--- src/logic/cfsr_regs.vh ---
`ifndef CFSR_REGS_VH
`define CFSR_REGS_VH

// Condition flag bit positions
`define CFSR_CC_HALF       4
`define CFSR_CC_MASK       3
`define CFSR_CC_NEG        2
`define CFSR_CC_ZERO       1
`define CFSR_CC_CARRY      0
`define CFSR_CC_ONES       3'h7
`define CFSR_CC_RESET      8'he8

// Stack pointer layout and reset value
`define CFSR_SP_RESET      16'h017f
`define CFSR_SP_HIGH       9'h002
`define CFSR_SP_LOW_RESET  7'h7f
`define CFSR_SP_ONE        7'h01
`define CFSR_SP_BITS       7
`define CFSR_STACK_DEPTH   128

// Command codes
`define CFSR_CMD_NOP       5'h00
`define CFSR_CMD_LD_A      5'h01
`define CFSR_CMD_LD_X      5'h02
`define CFSR_CMD_LD_Y      5'h03
`define CFSR_CMD_ADD       5'h04
`define CFSR_CMD_ADC       5'h05
`define CFSR_CMD_SUB       5'h06
`define CFSR_CMD_LOGIC     5'h07
`define CFSR_CMD_SHL       5'h08
`define CFSR_CMD_SHR       5'h09
`define CFSR_CMD_RLC       5'h0a
`define CFSR_CMD_RRC       5'h0b
`define CFSR_CMD_BTEST     5'h0c
`define CFSR_CMD_SETC      5'h0d
`define CFSR_CMD_CLRC      5'h0e
`define CFSR_CMD_SIM       5'h0f
`define CFSR_CMD_RIM       5'h10
`define CFSR_CMD_LD_CC     5'h11
`define CFSR_CMD_LD_S      5'h12
`define CFSR_CMD_SPRST     5'h13
`define CFSR_CMD_JUMP      5'h14
`define CFSR_CMD_CALL      5'h15
`define CFSR_CMD_RET       5'h16
`define CFSR_CMD_PUSH      5'h17
`define CFSR_CMD_POP       5'h18
`define CFSR_CMD_RETI      5'h19
`define CFSR_CMD_TRAP      5'h1a

// Stack sequence kinds
`define CFSR_KIND_INT      2'h0
`define CFSR_KIND_CALL     2'h1
`define CFSR_KIND_BYTE     2'h2

// Byte counts of stack sequences, stored as last index
`define CFSR_LAST_INT      3'h4
`define CFSR_LAST_CALL     3'h1
`define CFSR_LAST_BYTE     3'h0
`define CFSR_IDX_ZERO      3'h0
`define CFSR_IDX_ONE       3'h1
`define CFSR_IDX_TWO       3'h2
`define CFSR_IDX_THREE     3'h3

// Bit test select field inside the command data
`define CFSR_BSEL_HI       10
`define CFSR_BSEL_LO       8

`endif

--- src/logic/cfsr_stack_ram.v ---
`include "cfsr_regs.vh"

// Stack memory, one write port and one registered read port
module cfsr_stack_ram (
  input  wire                     core_clk,
  input  wire                     wr_en,
  input  wire [`CFSR_SP_BITS-1:0] wr_addr,
  input  wire [7:0]               wr_data,
  input  wire [`CFSR_SP_BITS-1:0] rd_addr,
  output reg  [7:0]               rd_data_q
);

  reg [7:0] mem [0:`CFSR_STACK_DEPTH-1];

  // Read data lags the address by one cycle; the pop sequence allows for it
  always @(posedge core_clk) begin
    if (wr_en) begin
      mem[wr_addr] <= wr_data;
    end
    rd_data_q <= mem[rd_addr];
  end

endmodule

--- src/logic/cfsr_core.v ---
// Function
// (RULE1) One 8-bit accumulator holds operands and results of arithmetic and logic.
// (RULE2) Interrupt stacking never saves or restores the second index register.
// (RULE3) Instruction address is 16 bits, built from a low and a high byte.
// (RULE4) Flag register upper three bits are ones; mask bit is one after reset.
// (RULE5) Half carry follows the carry out of bit 3 on add operations.
// (RULE6) Mask set on interrupt entry or by software; cleared by software or return.
// (RULE7) Masked requests stay pending and are serviced once the mask clears.
// (RULE8) Negative flag copies result bit 7 after every data operation.
// (RULE9) Zero flag is set when the last data operation result is zero.
// (RULE10) Carry shows overflow; set, reset, bit test, shift and rotate update it.
// (RULE11) Reset or stack pointer reset command loads 017F hex.
// (RULE12) Stack pointer points at next free byte: post-decrement push, pre-increment pop.
// (RULE13) Stack is 128 bytes; upper nine pointer bits are fixed by hardware.
// (RULE14) Pointer wraps silently on overflow and underflow, with no indication.
// (RULE15) Interrupt entry writes the low address byte first, then lower addresses.
// (RULE16) A call uses two stack bytes and an interrupt entry five.
// (RULE17) The pointer low byte is loaded directly by a load command.
// (RULE18) Interrupt entry saves address, first index, accumulator and flags.
// (RULE19) Writes to the upper three flag bits are ignored; they read as one.
`include "cfsr_regs.vh"

module cfsr_core (
  input  wire        core_clk,
  input  wire        rst_n,
  input  wire        cmd_valid,
  input  wire [4:0]  cmd_code,
  input  wire [15:0] cmd_data,
  input  wire        irq_req,
  input  wire [15:0] irq_vector,
  output reg         cmd_ready_q,
  output reg  [7:0]  acc_q,
  output reg  [7:0]  x_q,
  output reg  [7:0]  y_q,
  output reg  [15:0] pc_q,
  output reg  [7:0]  cc_q,
  output reg  [15:0] sp_q,
  output reg  [7:0]  pop_data_q,
  output reg         pop_valid_q,
  output reg         irq_ack_q,
  output reg         irq_pend_q
);

  // One-hot sequencer states
  localparam [3:0] ST_IDLE = 4'h1;
  localparam [3:0] ST_PUSH = 4'h2;
  localparam [3:0] ST_POPA = 4'h4;
  localparam [3:0] ST_POPD = 4'h8;

  reg  [3:0]               state_q;
  reg  [3:0]               state_d;
  reg  [1:0]               kind_q;
  reg  [1:0]               kind_d;
  reg  [2:0]               idx_q;
  reg  [2:0]               idx_d;
  reg  [2:0]               last_q;
  reg  [2:0]               last_d;
  reg                      is_reti_q;
  reg                      is_reti_d;
  reg  [15:0]              tgt_q;
  reg  [15:0]              tgt_d;
  reg  [7:0]               acc_d;
  reg  [7:0]               x_d;
  reg  [7:0]               y_d;
  reg  [15:0]              pc_d;
  reg  [7:0]               cc_d;
  reg  [`CFSR_SP_BITS-1:0] sp_lo_d;
  reg  [7:0]               pop_data_d;
  reg                      pop_valid_d;
  reg                      irq_ack_d;
  reg                      irq_pend_d;
  reg                      cmd_ready_d;
  reg                      ram_we;
  reg  [7:0]               ram_wdata;
  reg  [8:0]               sum;
  reg  [4:0]               nib;
  reg  [7:0]               res;
  reg                      upd_nz;
  reg                      start_irq;
  reg                      take_cmd;

  wire [`CFSR_SP_BITS-1:0] sp_lo = sp_q[`CFSR_SP_BITS-1:0];
  wire [`CFSR_SP_BITS-1:0] sp_inc = sp_lo + `CFSR_SP_ONE;
  wire [`CFSR_SP_BITS-1:0] sp_dec = sp_lo - `CFSR_SP_ONE;
  wire [7:0]               ram_rdata;
  wire                     cin = cc_q[`CFSR_CC_CARRY];

  // Pop address is always one above the pointer, since pops pre-increment
  cfsr_stack_ram u_ram (
    .core_clk  (core_clk),
    .wr_en     (ram_we),
    .wr_addr   (sp_lo),
    .wr_data   (ram_wdata),
    .rd_addr   (sp_inc),
    .rd_data_q (ram_rdata)
  );

  // Byte pushed at each step: low address byte first, second index never stacked
  always @* begin
    ram_wdata = tgt_q[7:0];
    if (kind_q == `CFSR_KIND_BYTE) begin
      ram_wdata = tgt_q[7:0];
    end else begin
      case (idx_q)
        `CFSR_IDX_ZERO:  ram_wdata = pc_q[7:0];   // [RULE15]
        `CFSR_IDX_ONE:   ram_wdata = pc_q[15:8];
        `CFSR_IDX_TWO:   ram_wdata = x_q;         // [RULE2] [RULE18]
        `CFSR_IDX_THREE: ram_wdata = acc_q;
        default:         ram_wdata = cc_q;
      endcase
    end
  end

  // Next-state logic of the whole register set
  always @* begin
    state_d     = state_q;
    kind_d      = kind_q;
    idx_d       = idx_q;
    last_d      = last_q;
    is_reti_d   = is_reti_q;
    tgt_d       = tgt_q;
    acc_d       = acc_q;
    x_d         = x_q;
    y_d         = y_q;
    pc_d        = pc_q;
    cc_d        = cc_q;
    sp_lo_d     = sp_lo;
    pop_data_d  = pop_data_q;
    pop_valid_d = 1'b0;
    irq_ack_d   = 1'b0;
    ram_we      = 1'b0;
    sum         = 9'h000;
    nib         = 5'h00;
    res         = acc_q;
    upd_nz      = 1'b0;
    take_cmd    = 1'b0;
    start_irq   = 1'b0;

    case (state_q)
      ST_IDLE: begin
        if (cmd_ready_q && cmd_valid) begin
          take_cmd = 1'b1;
        end else if (cmd_ready_q && irq_pend_q && !cc_q[`CFSR_CC_MASK]) begin
          start_irq = 1'b1;  // [RULE7]
        end
      end
      ST_PUSH: begin
        // Post-decrement push; 7-bit arithmetic wraps silently
        ram_we  = 1'b1;
        sp_lo_d = sp_dec;  // [RULE12] [RULE14]
        idx_d   = idx_q + `CFSR_IDX_ONE;
        if (idx_q == last_q) begin
          state_d = ST_IDLE;
          if (kind_q == `CFSR_KIND_INT) begin
            cc_d[`CFSR_CC_MASK] = 1'b1;  // [RULE6]
            pc_d = tgt_q;
          end else if (kind_q == `CFSR_KIND_CALL) begin
            pc_d = tgt_q;
          end
        end
      end
      ST_POPA: begin
        // Pre-increment pop; the memory sees the new address this cycle
        sp_lo_d = sp_inc;  // [RULE12] [RULE14]
        state_d = ST_POPD;
      end
      ST_POPD: begin
        idx_d   = idx_q + `CFSR_IDX_ONE;
        state_d = (idx_q == last_q) ? ST_IDLE : ST_POPA;
        if (kind_q == `CFSR_KIND_BYTE) begin
          pop_data_d  = ram_rdata;
          pop_valid_d = 1'b1;
        end else if (kind_q == `CFSR_KIND_CALL) begin
          if (idx_q == `CFSR_IDX_ZERO) begin
            pc_d[15:8] = ram_rdata;
          end else begin
            pc_d[7:0] = ram_rdata;
          end
        end else begin
          // Return from interrupt unwinds flags, accumulator, index, address
          case (idx_q)
            `CFSR_IDX_ZERO:  cc_d = {`CFSR_CC_ONES, ram_rdata[4:0]};  // [RULE19]
            `CFSR_IDX_ONE:   acc_d = ram_rdata;
            `CFSR_IDX_TWO:   x_d = ram_rdata;  // [RULE2]
            `CFSR_IDX_THREE: pc_d[15:8] = ram_rdata;
            default:         pc_d[7:0] = ram_rdata;
          endcase
        end
        if (idx_q == last_q && is_reti_q) begin
          cc_d[`CFSR_CC_MASK] = 1'b0;  // [RULE6]
        end
      end
      default: begin
        state_d = ST_IDLE;
      end
    endcase

    // Hardware interrupt entry: five bytes, vector loaded at the end
    if (start_irq) begin
      state_d   = ST_PUSH;
      kind_d    = `CFSR_KIND_INT;
      idx_d     = `CFSR_IDX_ZERO;
      last_d    = `CFSR_LAST_INT;  // [RULE16]
      tgt_d     = irq_vector;
      irq_ack_d = 1'b1;
    end

    if (take_cmd) begin
      idx_d     = `CFSR_IDX_ZERO;
      is_reti_d = 1'b0;
      case (cmd_code)
        `CFSR_CMD_LD_A: begin
          acc_d  = cmd_data[7:0];  // [RULE1]
          res    = cmd_data[7:0];
          upd_nz = 1'b1;
        end
        `CFSR_CMD_LD_X: begin
          x_d    = cmd_data[7:0];
          res    = cmd_data[7:0];
          upd_nz = 1'b1;
        end
        `CFSR_CMD_LD_Y: begin
          y_d    = cmd_data[7:0];
          res    = cmd_data[7:0];
          upd_nz = 1'b1;
        end
        `CFSR_CMD_ADD, `CFSR_CMD_ADC: begin
          // Carry in only for add-with-carry
          sum = {1'b0, acc_q} + {1'b0, cmd_data[7:0]} +
                {8'h00, (cmd_code == `CFSR_CMD_ADC) & cin};
          nib = {1'b0, acc_q[3:0]} + {1'b0, cmd_data[3:0]} +
                {4'h0, (cmd_code == `CFSR_CMD_ADC) & cin};
          res    = sum[7:0];
          acc_d  = sum[7:0];
          cc_d[`CFSR_CC_HALF]  = nib[4];  // [RULE5]
          cc_d[`CFSR_CC_CARRY] = sum[8];  // [RULE10]
          upd_nz = 1'b1;
        end
        `CFSR_CMD_SUB: begin
          // Borrow shows in the ninth bit of the difference
          sum    = {1'b0, acc_q} - {1'b0, cmd_data[7:0]};
          res    = sum[7:0];
          acc_d  = sum[7:0];
          cc_d[`CFSR_CC_CARRY] = sum[8];  // [RULE10]
          upd_nz = 1'b1;
        end
        `CFSR_CMD_LOGIC: begin
          // Logic unit result arrives ready-made on the data lines
          acc_d  = cmd_data[7:0];
          res    = cmd_data[7:0];
          upd_nz = 1'b1;
        end
        `CFSR_CMD_SHL, `CFSR_CMD_RLC: begin
          res    = {acc_q[6:0], (cmd_code == `CFSR_CMD_RLC) & cin};
          acc_d  = res;
          cc_d[`CFSR_CC_CARRY] = acc_q[7];  // [RULE10]
          upd_nz = 1'b1;
        end
        `CFSR_CMD_SHR, `CFSR_CMD_RRC: begin
          res    = {(cmd_code == `CFSR_CMD_RRC) & cin, acc_q[7:1]};
          acc_d  = res;
          cc_d[`CFSR_CC_CARRY] = acc_q[0];  // [RULE10]
          upd_nz = 1'b1;
        end
        `CFSR_CMD_BTEST: begin
          cc_d[`CFSR_CC_CARRY] = cmd_data[cmd_data[`CFSR_BSEL_HI:`CFSR_BSEL_LO]];  // [RULE10]
        end
        `CFSR_CMD_SETC: begin
          cc_d[`CFSR_CC_CARRY] = 1'b1;  // [RULE10]
        end
        `CFSR_CMD_CLRC: begin
          cc_d[`CFSR_CC_CARRY] = 1'b0;  // [RULE10]
        end
        `CFSR_CMD_SIM: begin
          cc_d[`CFSR_CC_MASK] = 1'b1;  // [RULE6]
        end
        `CFSR_CMD_RIM: begin
          cc_d[`CFSR_CC_MASK] = 1'b0;  // [RULE6]
        end
        `CFSR_CMD_LD_CC: begin
          cc_d = {`CFSR_CC_ONES, cmd_data[4:0]};  // [RULE19]
        end
        `CFSR_CMD_LD_S: begin
          sp_lo_d = cmd_data[`CFSR_SP_BITS-1:0];  // [RULE17] [RULE13]
        end
        `CFSR_CMD_SPRST: begin
          sp_lo_d = `CFSR_SP_LOW_RESET;  // [RULE11]
        end
        `CFSR_CMD_JUMP: begin
          pc_d = cmd_data;  // [RULE3]
        end
        `CFSR_CMD_CALL: begin
          state_d = ST_PUSH;
          kind_d  = `CFSR_KIND_CALL;
          last_d  = `CFSR_LAST_CALL;  // [RULE16]
          tgt_d   = cmd_data;
        end
        `CFSR_CMD_TRAP: begin
          // Software trap ignores the mask
          state_d = ST_PUSH;
          kind_d  = `CFSR_KIND_INT;
          last_d  = `CFSR_LAST_INT;  // [RULE16] [RULE6]
          tgt_d   = cmd_data;
        end
        `CFSR_CMD_RET: begin
          state_d = ST_POPA;
          kind_d  = `CFSR_KIND_CALL;
          last_d  = `CFSR_LAST_CALL;
        end
        `CFSR_CMD_RETI: begin
          state_d   = ST_POPA;
          kind_d    = `CFSR_KIND_INT;
          last_d    = `CFSR_LAST_INT;
          is_reti_d = 1'b1;
        end
        `CFSR_CMD_PUSH: begin
          state_d = ST_PUSH;
          kind_d  = `CFSR_KIND_BYTE;
          last_d  = `CFSR_LAST_BYTE;
          tgt_d   = cmd_data;
        end
        `CFSR_CMD_POP: begin
          state_d = ST_POPA;
          kind_d  = `CFSR_KIND_BYTE;
          last_d  = `CFSR_LAST_BYTE;
        end
        default: begin
          state_d = ST_IDLE;
        end
      endcase
    end

    // Sign and zero taken from the result of the data operation
    if (upd_nz) begin
      cc_d[`CFSR_CC_NEG]  = res[7];           // [RULE8]
      cc_d[`CFSR_CC_ZERO] = (res == 8'h00);   // [RULE9]
    end

    // A new request in the service cycle wins over the clear
    irq_pend_d  = irq_req | (irq_pend_q & ~start_irq);  // [RULE7]
    cmd_ready_d = (state_d == ST_IDLE) && !start_irq && !take_cmd;
  end

  // All state on one clock; reset is synchronous
  always @(posedge core_clk) begin
    if (!rst_n) begin
      state_q     <= ST_IDLE;
      kind_q      <= `CFSR_KIND_BYTE;
      idx_q       <= `CFSR_IDX_ZERO;
      last_q      <= `CFSR_LAST_BYTE;
      is_reti_q   <= 1'b0;
      tgt_q       <= 16'h0000;
      acc_q       <= 8'h00;
      x_q         <= 8'h00;
      y_q         <= 8'h00;
      pc_q        <= 16'h0000;
      cc_q        <= `CFSR_CC_RESET;  // [RULE4]
      sp_q        <= `CFSR_SP_RESET;  // [RULE11]
      pop_data_q  <= 8'h00;
      pop_valid_q <= 1'b0;
      irq_ack_q   <= 1'b0;
      irq_pend_q  <= 1'b0;
      cmd_ready_q <= 1'b0;
    end else begin
      state_q     <= state_d;
      kind_q      <= kind_d;
      idx_q       <= idx_d;
      last_q      <= last_d;
      is_reti_q   <= is_reti_d;
      tgt_q       <= tgt_d;
      acc_q       <= acc_d;
      x_q         <= x_d;
      y_q         <= y_d;
      pc_q        <= pc_d;
      cc_q        <= {`CFSR_CC_ONES, cc_d[4:0]};  // [RULE4] [RULE19]
      sp_q        <= {`CFSR_SP_HIGH, sp_lo_d};    // [RULE13]
      pop_data_q  <= pop_data_d;
      pop_valid_q <= pop_valid_d;
      irq_ack_q   <= irq_ack_d;
      irq_pend_q  <= irq_pend_d;
      cmd_ready_q <= cmd_ready_d;
    end
  end

endmodule

--- config.mk ---
export PLATFORM = sky130hd
export DESIGN_NAME = cfsr_core
export DESIGN_NICKNAME = d
export VERILOG_FILES = /design/src/logic/cfsr_stack_ram.v /design/src/logic/cfsr_core.v
export VERILOG_INCLUDE_DIRS = /design/src /design/src/logic
export SDC_FILE = /design/constraint.sdc
export NUM_CORES = 1
export LEC_CHECK = 0
export ABC_AREA = 1
export BUFFER_PORTS_ARGS = -buffer_cell sky130_fd_sc_hd__buf_2
export CORE_MARGIN = 2
export CORE_UTILIZATION = 35
export DETAILED_ROUTE_END_ITERATION = 12
export PLACE_DENSITY = 0.51
export SLEW_MARGIN = 40
export SYNTH_ARGS = -nofsm -noshare
export SYNTH_HDL_FRONTEND = slang
export SYNTH_SLANG_ARGS = --single-unit
--- constraint.sdc ---
create_clock -name core_clk -period 18.71 [get_ports core_clk]
set_input_delay 0.9355 -clock core_clk [delete_from_list [all_inputs] [get_ports core_clk]]
set_output_delay 0.9355 -clock core_clk [all_outputs]
set_load 0.02 [all_outputs]
==> impl_results.md, run 1 <==
- Outcome: finished, final reports clean
- CTS tree: built
- Min Tclk post-route: 4.53 ns
- Pleak: 0.0176 uW
- Reg power frac: 51.8%
- Clock sink count: 1125
- Ports: 117
- H-tree Lvls: 3
- Vias in the first global route: 32100
- Fin crit share: 24.2%
- Skew final: 0.0317 ns
- Number of I/O port buffers: 104
- Total design power: 5370 uW
- # DRC: 0
- Post-Syn Area: 47700 um^2
- Final WL: 146 mm
- Pins Over Slew Limit: 0
- Cell Chain, Critical Path: inv_16, ha_4, buf_4, buf_12, o21ai_0, o211ai_1, o21ai_1, nand2_1, nand2_1, nand2_1, nand3_1, nand2_1, nand2_1, nand2_1
- Met3 usage: 2.72%
- Core Area: 135000 um^2
- Clk buf depth: 3
- Clk root buf: clkbuf_16
- Layout cell share with drive strength beyond 1: 11.3%
- Area growth from synthesis to layout: 13.0%
- Commonest non-fill, non-tap cell in the layout: edfxtp_1
- Die Wd: 373 um
- CP max FO: 169
- Syn. warnings: 0
- Largest net degree at the start of global routing: 191
- Die area: 139000 um^2
- Hold Path Class: in -> reg
- Register bit total from synthesis: 1125
- Element type at the critical path end: flip-flop
- Max-Cap Viols: 0
- Setup Viol. Count Final: 0
- # hold bufs at CTS: 0
- DR iter-0 viols: 3617
- Placer congestion estimate: 0.863
- Syn Inst Count: 4240
- Int Pwr: 4130 uW
- Skew-Pair Late Insertion Delay: 0.75 ns
- CP arrival: 5.19 ns
- R2R setup slack: 14.18 ns
- CP max-delay cell: ha_4
- Distinct cells, synth: 57
- Vias per inst: 5.46
- RSZ-0062 raised after global routing: false
- WL per Instance: 23.7 um
- Least-Margin Pin Slew: 0.991 ns
- EDFF count, synth: 1024
- Logic pwr share: 4.4%
- CP required: 19.37 ns
- Startpoint Class: flip-flop
- Dpl hpwl: 84.9 mm
- Most used cell, CP: nand2_1
- Layout Nets: 4317
- Sequential element share of the synthesized area: 68.7%
- Initial antenna violation count: 1
- GRT Residual Overflow: 0
- FILL cells: 13000
- Max_slew headroom: 33.9%
- Mean post-synth cell area: 11.3 um^2
- Most frequent cells in the layout: 1024 x edfxtp_1, 779 x nor2_1, 586 x o21ai_0
- Largest stage delay on the critical path: 0.87 ns
- Post-cts sizing count: 0
- Met1 global-route usage: 28.7%
- Most crowded layer after global routing: met2
- CTS Buf Count: 119
- Pwr dens: 99.5 nW/um^2
- M2 GR Usage: 33.3%
- Final Hold Fails: 0
- Site row count: 135
- Post-synth top flop: edfxtp_1
- CP Class: reg -> reg
- Post-CTS Setup Inserts: 0
- Clk slew on worst S/H paths: 0.06 ns
- Vias: 33500
- Starting density of the core: 35.2%
- Total iterations of the first detailed-routing run: 5
- Max VDD drop: 0.0819 mV
- Async set-reset flop share out of synthesis: 0%
- Antenna-violating nets left: 0
- Setup TNS: 0 ns
- Switch Pwr: 1230 uW
- Clock power share: 43.7%
- GR Util All Layers: 20.4%
- First-pass GRT wire length: 217 mm
- Sw Ratio: 23.0%
- Fmax: 221 MHz
- Chip height: 373 um
==> registers in the layout, summed over array words and instances, names as in the netlist, 4 cells and up <==
register         flops
sp_q                 7
tgt_q               16
u_ram.mem         1024
cc_q                 5
pc_q                16
pop_data_q           8
x_q                  8
u_ram.rd_data_q      8
state_q              4
y_q                  8
acc_q                8
==> cells in the mapped netlist, types with 10 or more instances <==
library cell	n	area [um^2]
dfxtp_1	101	2020
o211ai_1	144	1080
a21oi_1	80	400
nor2_1	869	3260
o21ai_1	157	786
o221ai_1	10	87.6
a31oi_1	30	188
o21ai_0	586	2930
o22ai_1	125	782
buf_6	21	236
clkbuf_1	103	387
buf_2	111	556
inv_2	16	60.1
nand3_1	109	546
buf_4	32	240
nand2_1	470	1760
nor3_1	17	85.1
ha_1	22	275
buf_1	10	37.5
inv_1	106	398
edfxtp_1	1024	30700
a221oi_1	17	149
==> worst paths after layout <==
kind | startpoint | endpoint | depth (start not counted)
hold / removal | irq_req | irq_pend_q | 3
setup reg to reg | sp_q[0] | u_ram.rd_data_q[2] | 14
setup / recovery | sp_q[0] | u_ram.rd_data_q[2] | 14
hold reg to reg | last_q[1] | last_q[1] | 2
==> kinds of logic (layout without fill, tap and decap cells) <==
group,after synthesis,in the layout,synth area share [%]
and+or+nand+nor,1497,1497,12.4
AOI/OAI and AO/OA,1178,1178,13.9
DFF,1125,1125,68.7
buffers and inverters,403,509,4.06
adders and majority gates,25,25,0.703
xor gates and xnor gates,6,6,0.126
muxes,4,4,0.0891
other,2,13,0.0157
==> power by group through the flow <==
| stage | registers, uW | logic [uW] | clock network (uW) |
|---|---|---|---|
| floorplan | 2820 | 137 | 0 |
| global route | 2780 | 259 | 2480 |
| detailed placement | 2830 | 234 | 0 |
| global placement | 2830 | 233 | 0 |
| CTS | 2780 | 235 | 2390 |
| finish | 2780 | 238 | 2350 |
==> routing by layer <==
metal,wire (um),part of all wire (%),vias to the layer above
li1,-,-,15300
met4,3350,2.3,2
met2,68300,47,1200
met5,13,0.0089,-
met3,8810,6.0,221
met1,65200,45,16800
==> worst max-delay path: cells and delay by family, from the launching register on <==
family | cells | cell delay (ns)
buffers and inverters | 3 | 1.22
adders and majority gates | 1 | 0.87
and+or+nand+nor | 7 | 0.80
DFF | 1 | 0.72
AOI/OAI and AO/OA | 3 | 0.65
==> final cells by class <==
class | count | area (um^2) | share of cell area, %
Antenna cell | 1 | 2.50 | 0.00464
Timing Repair Buffer | 159 | 1100 | 2.04
Sequential cell | 1125 | 32800 | 60.8
Clock inverter | 72 | 641 | 1.19
Multi-Input combinational cell | 2722 | 13500 | 25.0
Tap cell | 1781 | 2230 | 4.13
Inverter | 124 | 489 | 0.907
Clock buffer | 154 | 3200 | 5.94
==> through the flow <==
stage               hold WS [ns]  std cells  cell area [um^2]  utilization, %  worst slack (ns)
detailed placement         0.446       5906             49900            36.8             13.75
finish                     0.401       6138             53900            39.8             14.18
floorplan                  0.434       4250             47800               -             10.70
global route               0.445       6137             53900            39.8             13.83
CTS                        0.350       6132             53700            39.7             13.71
global placement           0.446       5902             49600            36.6             13.84
(Power assumes the default switching activity.)
==> run 2, diff against run 1 <==
--- a/config.mk
+++ b/config.mk
@@ -11,7 +11,7 @@
 export CORE_MARGIN = 2
 export CORE_UTILIZATION = 35
 export DETAILED_ROUTE_END_ITERATION = 12
-export PLACE_DENSITY = 0.51
+export PLACE_DENSITY = 0.52
 export SLEW_MARGIN = 40
 export SYNTH_ARGS = -nofsm -noshare
 export SYNTH_HDL_FRONTEND = slang
==> constraint.sdc (replaced) <==
create_clock -name core_clk -period 4 [get_ports core_clk]
set_input_delay 0.2 -clock core_clk [delete_from_list [all_inputs] [get_ports core_clk]]
set_output_delay 0.2 -clock core_clk [all_outputs]
set_load 0.02 [all_outputs]
==> impl_results.md, run 2 (synthesis results as in run 1) <==
- Outcome: finished, final reports clean
- CTS tree: built
- Antenna-violating nets left: 0 (unchanged)
- Vias in the first global route: 32200 (+0.50%)
- Vias per inst: 5.34 (-2.2%)
- Max_slew headroom: 37.1% (+3.2 points)
- Post-CTS Setup Inserts: 0 (unchanged)
- Antenna diodes: 0 (-1)
- Least-Margin Pin Slew: 0.943 ns (-0.0483 ns)
- # DRC: 0 (unchanged)
- Commonest non-fill, non-tap cell in the layout: edfxtp_1
- WL per Instance: 22.7 um (-4.6%)
- Site row count: 135 (unchanged)
- Chip height: 373 um (unchanged)
- Fin crit share: 83.2% (+59 points)
- Dpl hpwl: 81.7 mm (-3.9%)
- Total iterations of the first detailed-routing run: 5 (unchanged)
- GRT Residual Overflow: 0 (unchanged)
- Vias: 33200 (-0.78%)
- Layout Nets: 4416 (+2.3%)
- Clk buf depth: 3 (unchanged)
- Met1 wire length: 63.1 mm (-3.3%)
- Hold Path Class: in -> reg
- Worst Hold End: is_reti_q
- GR Util All Layers: 19.8% (-0.60 points)
- Core Area: 135000 um^2 (unchanged)
- Biggest register: u_ram.mem
- Reg2reg start: sp_q[1]
- Post-cts sizing count: 0 (unchanged)
- Biggest regs: u_ram.mem (1024), pc_q (16), tgt_q (16)
- Skew final: 0.0695 ns (+0.0377 ns)
- Number of flip-flops in the largest register: 1024 (unchanged)
- CTS Buf Count: 116 (-2.5%)
- Area growth from synthesis to layout: 15.0%
- Initial antenna violation count: 1 (unchanged)
- Hold path depth: 6 (+3)
- Placer congestion estimate: 0.877 (+1.5%)
- Met3 wire len: 8.52 mm (-3.3%)
- Min Tclk post-route: 3.33 ns (-1.20 ns)
- Fmax: 300 MHz (+36%)
- Top Metal Used: met5
- Clk slew on worst S/H paths: 0.06 ns (about the same)
- Startpoint of the worst hold path: cmd_code[2]
- Pwr dens: 459 nW/um^2 (+360%)
- FILL cells: 13000 (-0.29%)
- Ports: 117 (unchanged)
- Skew-Pair Late Insertion Delay: 0.76 ns (about the same)
- Setup TNS: 0 ns (unchanged)
- CP arrival: 4.03 ns (-1.16 ns)
- Number of I/O port buffers: 104 (unchanged)
- Most frequent cells in the layout: 1024 x edfxtp_1, 821 x nor2_1, 586 x o21ai_0
- Critical Path Start: sp_q[1]
- CP max FO: 59 (-65%)
- Startpoint Class: flip-flop
- Pleak: 0.0182 uW (+3.2%)
- Final WL: 141 mm (-3.2%)
- Final Hold Fails: 0 (unchanged)
- Clk root buf: clkbuf_16
- Die area: 139000 um^2 (unchanged)
- Max VDD drop: 0.364 mV (+340%)
- R2R depth: 14 (unchanged)
- Clock sink count: 1125 (unchanged)
- Starting density of the core: 35.2% (unchanged)
- Setup Viol. Count Final: 0 (unchanged)
- Element type at the critical path end: flip-flop
- R2R setup slack: 0.67 ns (-13.51 ns)
- CP Class: reg -> reg
- WL met2: 66.1 mm (-3.2%)
- Pins Over Slew Limit: 0 (unchanged)
- Largest net degree at the start of global routing: 176 (-7.9%)
- Die Wd: 373 um (unchanged)
- Layout cell share with drive strength beyond 1: 10.8% (-0.48 points)
- DR iter-0 viols: 3196 (-12%)
- First-pass GRT wire length: 211 mm (-2.4%)
- Reg2reg end: u_ram.rd_data_q[4]
- Max-Cap Viols: 0 (unchanged)
- CP required: 4.70 ns (-14.67 ns)
- RSZ-0062 raised after global routing: false
- H-tree Lvls: 3 (unchanged)
- Design Area, Final: 54900 um^2 (+1.8%)
- Placed instance area: 50300 um^2 (+0.93%)
==> run 2: cell count changes in the layout (fill, tap and decap cells not counted), sizes merged <==
cell,previous run,this run
dlygate4sd3,0,58
buf,159,203
clkbuf,154,140
bufinv,9,16
inv,127,123
clkinv,54,53
clkinvlp,6,7
diode,1,0
==> run 2: timing repair <==
action,4_1_cts,5_1_grt
endpoints found under the hold margin,65,0
setup endpoints to repair,0,0
hold buffers,58,0
==> run 2: cell type report <==
| type | count | area, um^2 | area share [%] |
|---|---|---|---|
| clock buffers | 140 | 3010 | 5.49 |
| clock inverters | 75 | 880 | 1.60 |
| inverters | 124 | 485 | 0.884 |
| multi-input cells | 2722 | 13300 | 24.3 |
| flip-flops and latches | 1125 | 32800 | 59.7 |
| well taps | 1781 | 2230 | 4.06 |
| repair buffers | 261 | 2180 | 3.97 |
==> run 2: metrics by stage <==
stage	setup WS, ns	total power, uW	hold WS [ns]	std cells	util, %
after global routing	0.396	25900	0.0983	6228	40.5
after global placement	0.723	14300	0.410	5952	37.1
final	0.671	25200	0.0433	6228	40.5
after CTS	0.670	25400	0.00166	6228	40.5
after detailed placement	0.738	14300	0.421	5955	37.2
after floorplan	0.174	13800	0.317	4250	-
==> run 2: power breakdown <==
part           switching (uW)  internal (uW)  total (uW)
Combinational             876            304        1180
Clock                    4680           6410       11100
Sequential                109          12800       13000
==> run 2: worst max path at each step <==
stage                    endpoint  slack, ns  cells after the start
3_3_place_gp   u_ram.rd_data_q[1]       0.72                     15
3_5_place_dp   u_ram.rd_data_q[1]       0.74                     14
5_1_grt        u_ram.rd_data_q[1]       0.40                     14
4_1_cts        u_ram.rd_data_q[4]       0.67                     14
2_1_floorplan     u_ram.mem[0][0]       0.17                      6
6_report       u_ram.rd_data_q[4]       0.67                     14
==> run 2: worst max-delay path, stage by stage, from the launching register on <==
cell,delay (ns)
dfxtp_1,0.53
inv_1,0.18
ha_4,0.36
buf_12,0.28
buf_4,0.59
o21ai_0,0.19
o211ai_1,0.34
o21ai_0,0.20
nand2_1,0.10
nand2_1,0.09
nand2_1,0.07
nand3_1,0.07
nand2_1,0.09
nand2_1,0.05
nand2_1,0.08
==> run 2: routing by layer <==
| layer | GRT usage, % | vias up |
|---|---|---|
| li1 | - | 15500 |
| met1 | 27.6 | 16500 |
| met2 | 32.2 | 1055 |
| met3 | 2.96 | 198 |
| met4 | 5.55 | 2 |
| met5 | 0 | - |
